===== config.mk =====
export PLATFORM = sky130hd
export DESIGN_NAME = occ_top
export DESIGN_NICKNAME = d
export VERILOG_FILES = /design/src/hw/occ_pkg.sv /design/src/hw/occ_top.sv
export SDC_FILE = /design/constraint.sdc
export NUM_CORES = 1
export LEC_CHECK = 0
export BUFFER_PORTS_ARGS = -buffer_cell sky130_fd_sc_hd__buf_4
export CELL_PAD_IN_SITES_DETAIL_PLACEMENT = 1
export CELL_PAD_IN_SITES_GLOBAL_PLACEMENT = 1
export CORE_AREA = 2 2 74 76
export DETAILED_ROUTE_END_ITERATION = 7
export DIE_AREA = 0 0 76 78
export PLACE_DENSITY_LB_ADDON = 0.12
export SKIP_LAST_GASP = 1
export SLEW_MARGIN = 25
export SYNTH_ARGS = -nofsm -noshare
export SYNTH_HDL_FRONTEND = slang
export SYNTH_SLANG_ARGS = --single-unit
export TNS_END_PERCENT = 10

===== constraint.sdc =====
create_clock -name pclk -period 4.22 [get_ports pclk]
set_clock_uncertainty 0.15 [all_clocks]
set_input_delay 0.633 -clock pclk [delete_from_list [all_inputs] [get_ports pclk]]
set_output_delay 0.633 -clock pclk [all_outputs]
set_load 0.02 [all_outputs]

===== src/hw/occ_pkg.sv =====
// package of constants for the oscillator control and status block
`default_nettype none
package occ_pkg;
  // register byte addresses
  localparam logic [11:0] OCC_CTRL_ADDR = 12'h000;
  localparam logic [11:0] OCC_UNLOCK_ADDR = 12'h004;
  localparam logic [11:0] OCC_IRQ_STAT_ADDR = 12'h008;
  localparam logic [11:0] OCC_IRQ_MASK_ADDR = 12'h00C;
  // unlock keys, written in order to the unlock register
  localparam logic [15:0] OCC_KEY1 = 16'h0046;
  localparam logic [15:0] OCC_KEY2 = 16'h0057;
  // field positions of the oscillator control register
  localparam int OCC_SW_REQ_BIT = 0;
  localparam int OCC_SECONDARY_OSCILLATOR_EN_BIT = 1;
  localparam int OCC_CF_BIT = 3;
  localparam int OCC_LOCK_BIT = 5;
  localparam int OCC_NEXT_SOURCE_SELECT_LSB = 8;
  localparam int OCC_COSC_LSB = 12;
  // reset values
  localparam logic [2:0] OCC_SRC_RESET = 3'h0;
  localparam logic [1:0] OCC_MASK_RESET = 2'h0;
  // clock source codes
  localparam logic [2:0] OCC_SRC_FRC = 3'h0;
  localparam logic [2:0] OCC_SRC_INTERNAL_RC_WITH_PLL = 3'h1;
  localparam logic [2:0] OCC_SRC_PRI = 3'h2;
  localparam logic [2:0] OCC_SRC_PRIPLL = 3'h3;
  localparam logic [2:0] OCC_SRC_SECONDARY_OSCILLATOR = 3'h4;
  localparam logic [2:0] OCC_SRC_FRCDIV = 3'h7;
  // switch latency in cycles
  localparam logic [3:0] OCC_SWITCH_CYCLES = 4'h8;
  // interrupt status bits
  localparam int OCC_IRQ_FAIL_BIT = 0;
  localparam int OCC_IRQ_SWDONE_BIT = 1;
  typedef enum logic [1:0] {OCC_IDLE, OCC_WAIT, OCC_DONE} occ_state_t;
endpackage
`default_nettype wire


===== src/hw/occ_top.sv =====
// oscillator control and status block with apb register access
// ****************************************************************
// ****************************************************************
`default_nettype none
module occ_top
  import occ_pkg::*;
#(
  parameter bit SMALL_PACKAGE = 1'b0
)
(
  input wire logic pclk,
  input wire logic presetn,
  input wire logic por_n,
  input wire logic psel,
  input wire logic penable,
  input wire logic pwrite,
  input wire logic [11:0] paddr,
  input wire logic [31:0] pwdata,
  output logic [31:0] prdata,
  output logic pready,
  output logic pslverr,
  input wire logic pll_locked,
  input wire logic pll_timer_done,
  input wire logic failsafe_clock_monitor_fail,
  output logic secondary_osc_enable,
  output logic osc_fail_trap,
  output logic [2:0] current_source,
  output logic irq
);
  // ****************************************************************
  // bus decode
  // ****************************************************************
  logic acc;
  logic wr;
  logic rd;
  // a transfer completes on the access edge that sees pready high
  assign acc = psel & penable;
  assign wr = acc & pwrite;
  assign rd = acc & ~pwrite;

  // the register answers in the access cycle with no wait states
  always_ff @(posedge pclk or negedge presetn)
  begin
    if (!presetn)
      pready <= 1'b0;
    else
      pready <= psel & ~penable;
  end

  logic take;
  assign take = acc & pready;

  // ****************************************************************
  // unlock sequence
  // ****************************************************************
  logic [1:0] unlock_stage;
  // any other access in between breaks the sequence
  always_ff @(posedge pclk or negedge presetn)
  begin
    if (!presetn)
      unlock_stage <= 2'h0;
    else if (take && wr && paddr == OCC_UNLOCK_ADDR && pwdata[15:0] == OCC_KEY1)
      unlock_stage <= 2'h1;
    else if (take && wr && paddr == OCC_UNLOCK_ADDR && pwdata[15:0] == OCC_KEY2
             && unlock_stage == 2'h1)
      unlock_stage <= 2'h2;
    else if (take)
      unlock_stage <= 2'h0;
  end

  // the stage drops on the control write itself, so each write needs a fresh unlock
  logic ctrl_wr;
  assign ctrl_wr = take && wr && paddr == OCC_CTRL_ADDR && unlock_stage == 2'h2;

  // ****************************************************************
  // control register, power-on reset domain
  // ****************************************************************
  logic [2:0] next_source;
  logic sw_req;
  logic cf_flag;
  occ_state_t state;
  logic [3:0] sw_count;
  logic sw_done;
  assign sw_done = state == OCC_DONE;

  // the small package lacks the secondary oscillator, so that choice is remapped
  function automatic logic [2:0] map_src(input logic [2:0] s);
    if (SMALL_PACKAGE && s == OCC_SRC_SECONDARY_OSCILLATOR)
      map_src = OCC_SRC_FRCDIV;
    else
      map_src = s;
  endfunction

  // only por_n clears these; other reset causes keep them
  always_ff @(posedge pclk or negedge por_n)
  begin
    if (!por_n)
    begin
      next_source <= OCC_SRC_RESET;
      secondary_osc_enable <= 1'b0;
    end
    else if (ctrl_wr)
    begin
      next_source <= pwdata[OCC_NEXT_SOURCE_SELECT_LSB +: 3];
      secondary_osc_enable <= pwdata[OCC_SECONDARY_OSCILLATOR_EN_BIT];
    end
  end

  // request set by software, cleared by hardware on completion
  always_ff @(posedge pclk or negedge por_n)
  begin
    if (!por_n)
      sw_req <= 1'b0;
    else if (ctrl_wr && pwdata[OCC_SW_REQ_BIT])
      sw_req <= 1'b1;
    else if (sw_done)
      sw_req <= 1'b0;
  end

  // failure wins over a software clear in the same cycle
  always_ff @(posedge pclk or negedge por_n)
  begin
    if (!por_n)
      cf_flag <= 1'b0;
    else if (failsafe_clock_monitor_fail || (ctrl_wr && pwdata[OCC_CF_BIT]))
      cf_flag <= 1'b1;
    else if (ctrl_wr)
      cf_flag <= 1'b0;
  end

  // trap pulse for either real or emulated failure
  always_ff @(posedge pclk or negedge presetn)
  begin
    if (!presetn)
      osc_fail_trap <= 1'b0;
    else
      osc_fail_trap <= failsafe_clock_monitor_fail | (ctrl_wr & pwdata[OCC_CF_BIT]);
  end

  // ****************************************************************
  // switch sequencer
  // ****************************************************************
  // a fixed settle count stands in for the real source handover
  // it sits on power-on reset, so a warm reset cannot strand a switch half done
  always_ff @(posedge pclk or negedge por_n)
  begin
    if (!por_n)
    begin
      state <= OCC_IDLE;
      sw_count <= 4'h0;
      current_source <= OCC_SRC_RESET;
    end
    else
    begin
      case (state)
        OCC_IDLE:
          if (sw_req)
          begin
            state <= OCC_WAIT;
            sw_count <= 4'h0;
          end
        OCC_WAIT:
          if (sw_count == OCC_SWITCH_CYCLES - 4'h1)
          begin
            state <= OCC_DONE;
            current_source <= map_src(next_source);
          end
          else
            sw_count <= sw_count + 4'h1;
        OCC_DONE:
          state <= OCC_IDLE;
        default:
          state <= OCC_IDLE;
      endcase
    end
  end

  // ****************************************************************
  // interrupts
  // ****************************************************************
  logic [1:0] irq_stat;
  logic [1:0] irq_mask;
  logic stat_rd;
  assign stat_rd = take && rd && paddr == OCC_IRQ_STAT_ADDR;

  // events win over the read-clear
  always_ff @(posedge pclk or negedge presetn)
  begin
    if (!presetn)
      irq_stat <= 2'h0;
    else
    begin
      irq_stat[OCC_IRQ_FAIL_BIT] <= (irq_stat[OCC_IRQ_FAIL_BIT] & ~stat_rd)
        | failsafe_clock_monitor_fail | (ctrl_wr & pwdata[OCC_CF_BIT]);
      irq_stat[OCC_IRQ_SWDONE_BIT] <= (irq_stat[OCC_IRQ_SWDONE_BIT] & ~stat_rd) | sw_done;
    end
  end

  // mask bits gate the sticky status onto the interrupt line
  always_ff @(posedge pclk or negedge presetn)
  begin
    if (!presetn)
      irq_mask <= OCC_MASK_RESET;
    else if (take && wr && paddr == OCC_IRQ_MASK_ADDR)
      irq_mask <= pwdata[1:0];
  end

  // level output, one cycle behind the status so it leaves a flip-flop
  always_ff @(posedge pclk or negedge presetn)
  begin
    if (!presetn)
      irq <= 1'b0;
    else
      irq <= |(irq_stat & irq_mask);
  end

  // ****************************************************************
  // read data
  // ****************************************************************
  // live view of the control register; unused positions stay zero
  logic [15:0] ctrl_view;
  always_comb
  begin
    ctrl_view = 16'h0000; // bits 4 and 2 stay zero
    ctrl_view[OCC_COSC_LSB +: 3] = current_source;
    ctrl_view[OCC_NEXT_SOURCE_SELECT_LSB +: 3] = next_source;
    ctrl_view[OCC_LOCK_BIT] = pll_locked | pll_timer_done;
    ctrl_view[OCC_CF_BIT] = cf_flag;
    ctrl_view[OCC_SECONDARY_OSCILLATOR_EN_BIT] = secondary_osc_enable;
    ctrl_view[OCC_SW_REQ_BIT] = sw_req;
  end

  // unmapped offsets answer with an error and read as zero
  logic map_hit;
  assign map_hit = paddr == OCC_CTRL_ADDR || paddr == OCC_UNLOCK_ADDR
    || paddr == OCC_IRQ_STAT_ADDR || paddr == OCC_IRQ_MASK_ADDR;

  // read data registered at setup so it is stable during access
  always_ff @(posedge pclk or negedge presetn)
  begin
    if (!presetn)
    begin
      prdata <= 32'h0000_0000;
      pslverr <= 1'b0;
    end
    else if (psel && !penable)
    begin
      pslverr <= ~map_hit;
      case (paddr)
        OCC_CTRL_ADDR: prdata <= {16'h0000, ctrl_view};
        OCC_IRQ_STAT_ADDR: prdata <= {30'h0, irq_stat};
        OCC_IRQ_MASK_ADDR: prdata <= {30'h0, irq_mask};
        default: prdata <= 32'h0000_0000;
      endcase
    end
    else
      pslverr <= 1'b0;
  end

  // ****************************************************************
  // checks
  // ****************************************************************
  // read data is judged at the pins, so a broken read path shows up here too
  lock_view_a: assert property (@(posedge pclk) disable iff (!presetn)
    (psel && !penable && paddr == OCC_CTRL_ADDR)
    |=> prdata[OCC_LOCK_BIT] == $past(pll_locked | pll_timer_done))
    else $error("lock bit mismatch");
  zero_bits_a: assert property (@(posedge pclk) disable iff (!presetn)
    (psel && !penable && paddr == OCC_CTRL_ADDR)
    |=> prdata[4] == 1'b0 && prdata[2] == 1'b0 && prdata[31:16] == 16'h0000)
    else $error("reserved bit set");
  // failure flag: set by either cause, held until software writes zero
  fail_sets_a: assert property (@(posedge pclk) disable iff (!por_n)
    failsafe_clock_monitor_fail |=> cf_flag)
    else $error("failure flag not set");
  cf_hold_a: assert property (@(posedge pclk) disable iff (!por_n)
    (cf_flag && !ctrl_wr) |=> cf_flag)
    else $error("failure flag lost");
  cf_clear_a: assert property (@(posedge pclk) disable iff (!por_n)
    (ctrl_wr && !pwdata[OCC_CF_BIT] && !failsafe_clock_monitor_fail) |=> !cf_flag)
    else $error("failure flag not cleared");
  // the trap follows each failure cycle and nothing else
  emul_trap_a: assert property (@(posedge pclk) disable iff (!presetn)
    (ctrl_wr && pwdata[OCC_CF_BIT]) |=> osc_fail_trap && cf_flag)
    else $error("emulated failure did not trap");
  fail_trap_a: assert property (@(posedge pclk) disable iff (!presetn)
    failsafe_clock_monitor_fail |=> osc_fail_trap)
    else $error("detected failure did not trap");
  trap_cause_a: assert property (@(posedge pclk) disable iff (!presetn)
    osc_fail_trap |-> $past(failsafe_clock_monitor_fail || (ctrl_wr && pwdata[OCC_CF_BIT])))
    else $error("trap without a failure");
  // the secondary enable follows every accepted write
  secondary_oscillator_follow_a: assert property (@(posedge pclk) disable iff (!por_n)
    ctrl_wr |=> secondary_osc_enable == $past(pwdata[OCC_SECONDARY_OSCILLATOR_EN_BIT]))
    else $error("secondary enable wrong");
  // a request stays up until the sequencer finishes, which takes a fixed time
  req_hold_a: assert property (@(posedge pclk) disable iff (!por_n)
    (sw_req && !sw_done) |=> sw_req)
    else $error("switch request dropped early");
  switch_time_a: assert property (@(posedge pclk) disable iff (!por_n)
    $rose(sw_req) |-> ##9 sw_done)
    else $error("switch took the wrong time");
  switch_ends_a: assert property (@(posedge pclk) disable iff (!por_n)
    $rose(sw_req) |-> ##[1:12] !sw_req)
    else $error("switch never completed");
  // a control write without the unlock moves neither the source select nor the secondary enable
  locked_write_a: assert property (@(posedge pclk) disable iff (!por_n)
    (take && wr && paddr == OCC_CTRL_ADDR && unlock_stage != 2'h2)
    |=> $stable(next_source) && $stable(secondary_osc_enable))
    else $error("write taken without unlock");
  // a warm reset leaves the control register alone
  warm_reset_a: assert property (@(posedge pclk) disable iff (!por_n)
    (!presetn && !failsafe_clock_monitor_fail) |=> $stable(next_source) && $stable(secondary_osc_enable) && $stable(cf_flag))
    else $error("control register lost on warm reset");
  small_pkg_a: assert property (@(posedge pclk) disable iff (!por_n)
    SMALL_PACKAGE |-> current_source != OCC_SRC_SECONDARY_OSCILLATOR)
    else $error("secondary source on small package");
  // the failure status bit is sticky and an unmasked status bit raises the line
  stat_sticky_a: assert property (@(posedge pclk) disable iff (!presetn)
    (irq_stat[OCC_IRQ_FAIL_BIT] && !stat_rd) |=> irq_stat[OCC_IRQ_FAIL_BIT])
    else $error("failure status lost");
  irq_level_a: assert property (@(posedge pclk) disable iff (!presetn)
    (irq_stat & irq_mask) != 2'h0 |=> irq)
    else $error("interrupt line low");
  // main scenarios
  switch_c: cover property (@(posedge pclk) disable iff (!por_n) sw_done);
  trap_c: cover property (@(posedge pclk) disable iff (!presetn) osc_fail_trap);
  unlock_c: cover property (@(posedge pclk) disable iff (!presetn) ctrl_wr);
  emul_c: cover property (@(posedge pclk) disable iff (!presetn)
    ctrl_wr && pwdata[OCC_CF_BIT]);
  warm_c: cover property (@(posedge pclk) disable iff (!por_n) !presetn);
endmodule
`default_nettype wire


* Word level (Yosys, flattened, before mapping) *
Cells that the tools add are included.

storage, ports and cells
  output and inout bits = 40
  register bits after elaboration = 57
  word-level logic and storage cells = 90
  input port bits = 53

cells by class
  multiplexer cells = 15
  add/sub/neg operators = 1
  equality and inequality tests = 13
  bitwise gates (word level) = 18
  reduce and logical (&&, ||, !) cells = 28

operators with widths
  operator                                              number
  case mux 15 bit (3 select lines)                      1
  equality test 16 x 7 -> 1 bit, second input constant  2
  equality test 12 x 4 -> 1 bit, second input constant  2
  logical AND 1 bit                                     13
  equality test 12 x 3 -> 1 bit, second input constant  1
  zero test 12 bit                                      1
  2-to-1 mux 2 bit                                      5
  AND 1 bit                                             8
  2-to-1 mux 4 bit                                      2
  case mux 4 bit (2 select lines)                       1
  != test 2 bit, second input constant                  3
  nonzero test 2 bit                                    3
  2-to-1 mux 1 bit                                      5
  OR 1 bit                                              5
  adder 4 x 1 -> 4 bit, second input constant           1
  equality test 2 x 1 -> 1 bit, second input constant   2
  equality test 2 bit, second input constant            2
  equality test 4 x 3 -> 1 bit, second input constant   1
  logical OR 1 bit                                      4
  NOT 1 bit                                             4
  case mux 2 bit (2 select lines)                       1
  AND reduction 2 bit                                   2
  AND reduction 3 bit                                   1
  nonzero test 3 bit                                    1
  4 further kinds                                       4

* Depth between registers and ports, before layout *
  depth after elaboration = 8
  mapped depth = 6
  gate-level depth less buffers = 5

* Worst setup path after synthesis *
Ideal clock, no wire load.

  kind = input to register
  from = in paddr[5]
  to = reg next_source[0]
  stages on the path = 4
  setup slack = 1558 ps
  buffers on the path = 0
  setup time = 125 ps
  data arrival time = 2387 ps
  data required time = 3945 ps
  path through = or4_4 or4_4 nor4_4 mux2_2

between the ends
  word-level cells in the longest chain between the ends = 3

ends and longest elaborated chain
  element                         line            RTL
  from (decl)                     occ_top.sv:17   input wire logic [11:0] paddr,
  zero test 12 bit                occ_top.sv:73   assign ctrl_wr = take && wr && paddr == OCC_CTRL_ADDR && unlock_stage == 2'h2;
  logical AND 1 bit (2 in a row)  occ_top.sv:73
  to (signal assigned)            occ_top.sv:104  next_source <= pwdata[OCC_NEXT_SOURCE_SELECT_LSB +: 3];
  to (decl)                       occ_top.sv:78   logic [2:0] next_source;

Every way passes these cells.
A chain may end at the register's enable or synchronous reset.

* Worst setup path in the final report *
  from = in paddr[5]
  to = reg secondary_osc_enable

between the ends
  word-level cells in the longest chain between the ends = 3

ends and longest elaborated chain
  element                         line            RTL
  zero test 12 bit                occ_top.sv:73
  logical AND 1 bit (2 in a row)  occ_top.sv:73
  to (signal assigned)            occ_top.sv:105  secondary_osc_enable <= pwdata[OCC_SECONDARY_OSCILLATOR_EN_BIT];
  to (decl)                       occ_top.sv:25   output logic secondary_osc_enable,

Every way passes these cells.

==> metrics.md <==
| Metric | Value |
|---|---|
| Status | `complete, no violations` |
| DR vias | `1,354` |
| Root buffer cell | `clkbuf_8` |
| # diodes | `0` |
| # Max-Cap Violations | `0` |
| Starting Density | `34.7%` |
| Period Utilization, post-route | `62.2%` |
| Most used DFF post-synth | `dfrtp_1` |
| Fill count | `588` |
| CTS H-Tree Depth | `2` |
| Critical Path End Type | `register` |
| Worst r2r src | `sw_count[0]` |
| Fraction of registers with async set/reset | `100%` |
| Crit path from | `paddr[5]` |
| Clk Latency, worst-skew pair | `280 ps` |
| Hold-fix buffers, CTS | `0` |
| Min Clock Period, post-route | `2620 ps` |
| Worst VDD drop | `185 µV` |
| DRT antenna net count | `0` |
| WHS | `38.6 ps` |
| Slew Viols, Final | `0` |
| Post-Syn Area | `0.00175 mm²` |
| Worst slack at placement | `1280 ps` |
| DRC viols | `0` |
| Clk buf depth | `2` |
| Commonest non-fill, non-tap cells in the layout | `buf_4, dfrtp_1, conb_1, mux2_2` |
| Synth Register Bits | `35` |
| Clock-pin slew on the worst setup and hold paths | `70 ps` |
| First DRT Iteration DRCs | `32` |
| TritonRoute pass-1 iters | `4` |
| Die H | `78 µm` |
| Post-CTS sizing | `0` |
| RSZ-0062 raised after global routing | `false` |
| Dpl hpwl | `3560 µm` |
| Final setup TNS | `0 ps` |
| Number of core rows | `26` |
| Seq/Total Area, Yosys | `50.1%` |
| FMAX | `381 MHz` |
| Vias in the first global route | `1,439` |
| Initial antenna violation count | `0` |
| Critical-path maximum fanout | `6` |
| Setup CP Type | `input port to register` |
| First-pass GRT wire length | `7160 µm` |
| Number of flops mapped to enable cells by yosys | `0` |
| Slew @ Worst Pin | `617 ps` |
| Total die area | `0.00593 mm²` |
| Ys Warns | `0` |
| Area Overhead vs Synth | `28.7%` |
| Final wirelength | `4290 µm` |
| Setup violations, final | `0` |
| Nets@finish | `266` |
| Per-cell routed wire length | `15.2 µm` |
| # clock sinks | `35` |
| Data arrival, critical path | `2640 ps` |
| GRT Residual Overflow | `0` |
| Share of cells above drive strength 1 | `37.6%` |
| Syn_area_per_cell | `10.9 µm²` |
| Layout Cells excl Fill | `283` |
| Via/cell ratio | `4.78` |
| Leakage power | `1.12 nW` |
| Syn Inst Count | `160` |
| Post-CTS setup buffers | `0` |
| CTS tree | `built` |
| Worst hold path type | `input port to asynchronous set/reset pin` |
| Ports | `93` |
| Netlist cell types | `36` |
| Final hold vios | `0` |
| Number of buffers created by CTS | `5` |
| Slew margin rel. | `58.5%` |
| Core area | `0.00504 mm²` |
| PD cells | `338 mW/mm²` |
| Final setup margin | `1600 ps` |
| Die X | `76 µm` |
| Routability cong. | `0.783` |
| Worst path required time | `4230 ps` |
| Critical Path Start Type | `input port` |
| Port bufs | `54` |
| Commonest non-fill, non-tap cell in the layout | `buf_4` |
| Gr usage total | `15.3%` |
| Largest net degree at the start of global routing | `21` |
| R2R depth | `4` |
| Dpl cells | `275` |
## area by class of cell
type	count	area [µm²]	area share (%)
clock buffer	5	68.8	3.06
clock inverter	3	67.6	3.00
inverter	5	18.8	0.834
multi-input combinational	111	727	32.3
sequential	35	876	38.9
tap	70	87.6	3.89
timing repair buffer	54	405	18.0
## sequential cells by signal, indices dropped and copies added, names as in the netlist
register / cells
unlock_stage: 2
prdata: 10
pready: 1
next_source: 3
pslverr: 1
state: 2
irq: 1
cf_flag: 1
current_source: 3
osc_fail_trap: 1
irq_stat: 2
sw_count: 4
secondary_osc_enable: 1
sw_req: 1
irq_mask: 2
## critical path, cell delays in order
cell and delay [ps]:
buf_4 110, or4_4 550, or4_4 530, nor4_4 430
mux2_2 390
## worst paths after layout
path,end,slack (ps)
max,secondary_osc_enable,1600
min,current_source[0],40
max reg2reg,current_source[2],2360
min reg2reg,prdata[1],340
max in group asynchronous,irq_stat[1],3640
min in group pclk,prdata[1],340
## per-layer routing
layer	part of all wire, %	vias up	wire length [µm]	track usage [%]
met4	0.91	0	39	4.36
met2	56	28	2400	28.7
met3	3.8	5	161	3.60
li1	-	641	-	-
met1	39	680	1690	17.2
met5	0	-	0	0
## metrics by stage
step | instance area, µm² | utilization, % | total power, W
after floorplan | 1830 | - | 0.000388
final | 2250 | 44.6 | 0.000760
after CTS | 2250 | 44.6 | 0.000770
after global placement | 2110 | 41.9 | 0.000412
after detailed placement | 2110 | 41.9 | 0.000413
after global routing | 2250 | 44.6 | 0.000792
## cells by family (layout without fill, tap and decap cells)
kind of cell / count (synthesis) / after routing / share of synthesized area [%]
other: 1 / 22 / 0.214
DFF: 35 / 35 / 50.1
adders and majority gates: 1 / 1 / 0.715
AOI/OAI and AO/OA: 31 / 31 / 12.9
buffers and inverters: 35 / 67 / 12.9
muxes: 11 / 11 / 7.08
and+or+nand+nor: 46 / 46 / 16.2
## cell usage after synthesis (2+ instances only)
| master | count | share of area [%] |
|---|---|---|
| nand4_1 | 3 | 1.1 |
| mux2_2 | 11 | 7.1 |
| dfrtp_1 | 35 | 50 |
| nand3_1 | 4 | 1.1 |
| a32oi_1 | 2 | 1.0 |
| o21ai_0 | 6 | 1.7 |
| and3_1 | 4 | 1.4 |
| buf_4 | 25 | 11 |
| inv_1 | 5 | 1.1 |
| a21oi_1 | 5 | 1.4 |
| a22o_1 | 10 | 5.0 |
| nor2_1 | 6 | 1.3 |
| nor3_1 | 2 | 0.57 |
| o31ai_1 | 3 | 1.3 |
| nand2_1 | 10 | 2.1 |
| clkbuf_1 | 5 | 1.1 |
| or4_4 | 2 | 1.3 |
| nor4_1 | 4 | 1.4 |
## power breakdown
part	switching (W)	total, W	internal (W)
Clock	0.000118	0.000353	0.000236
Sequential	0.000000593	0.000337	0.000337
Combinational	0.0000420	0.0000691	0.0000272
Total	0.000160	0.000760	0.000599
Note: power is estimated with default switching activity, not from simulation.
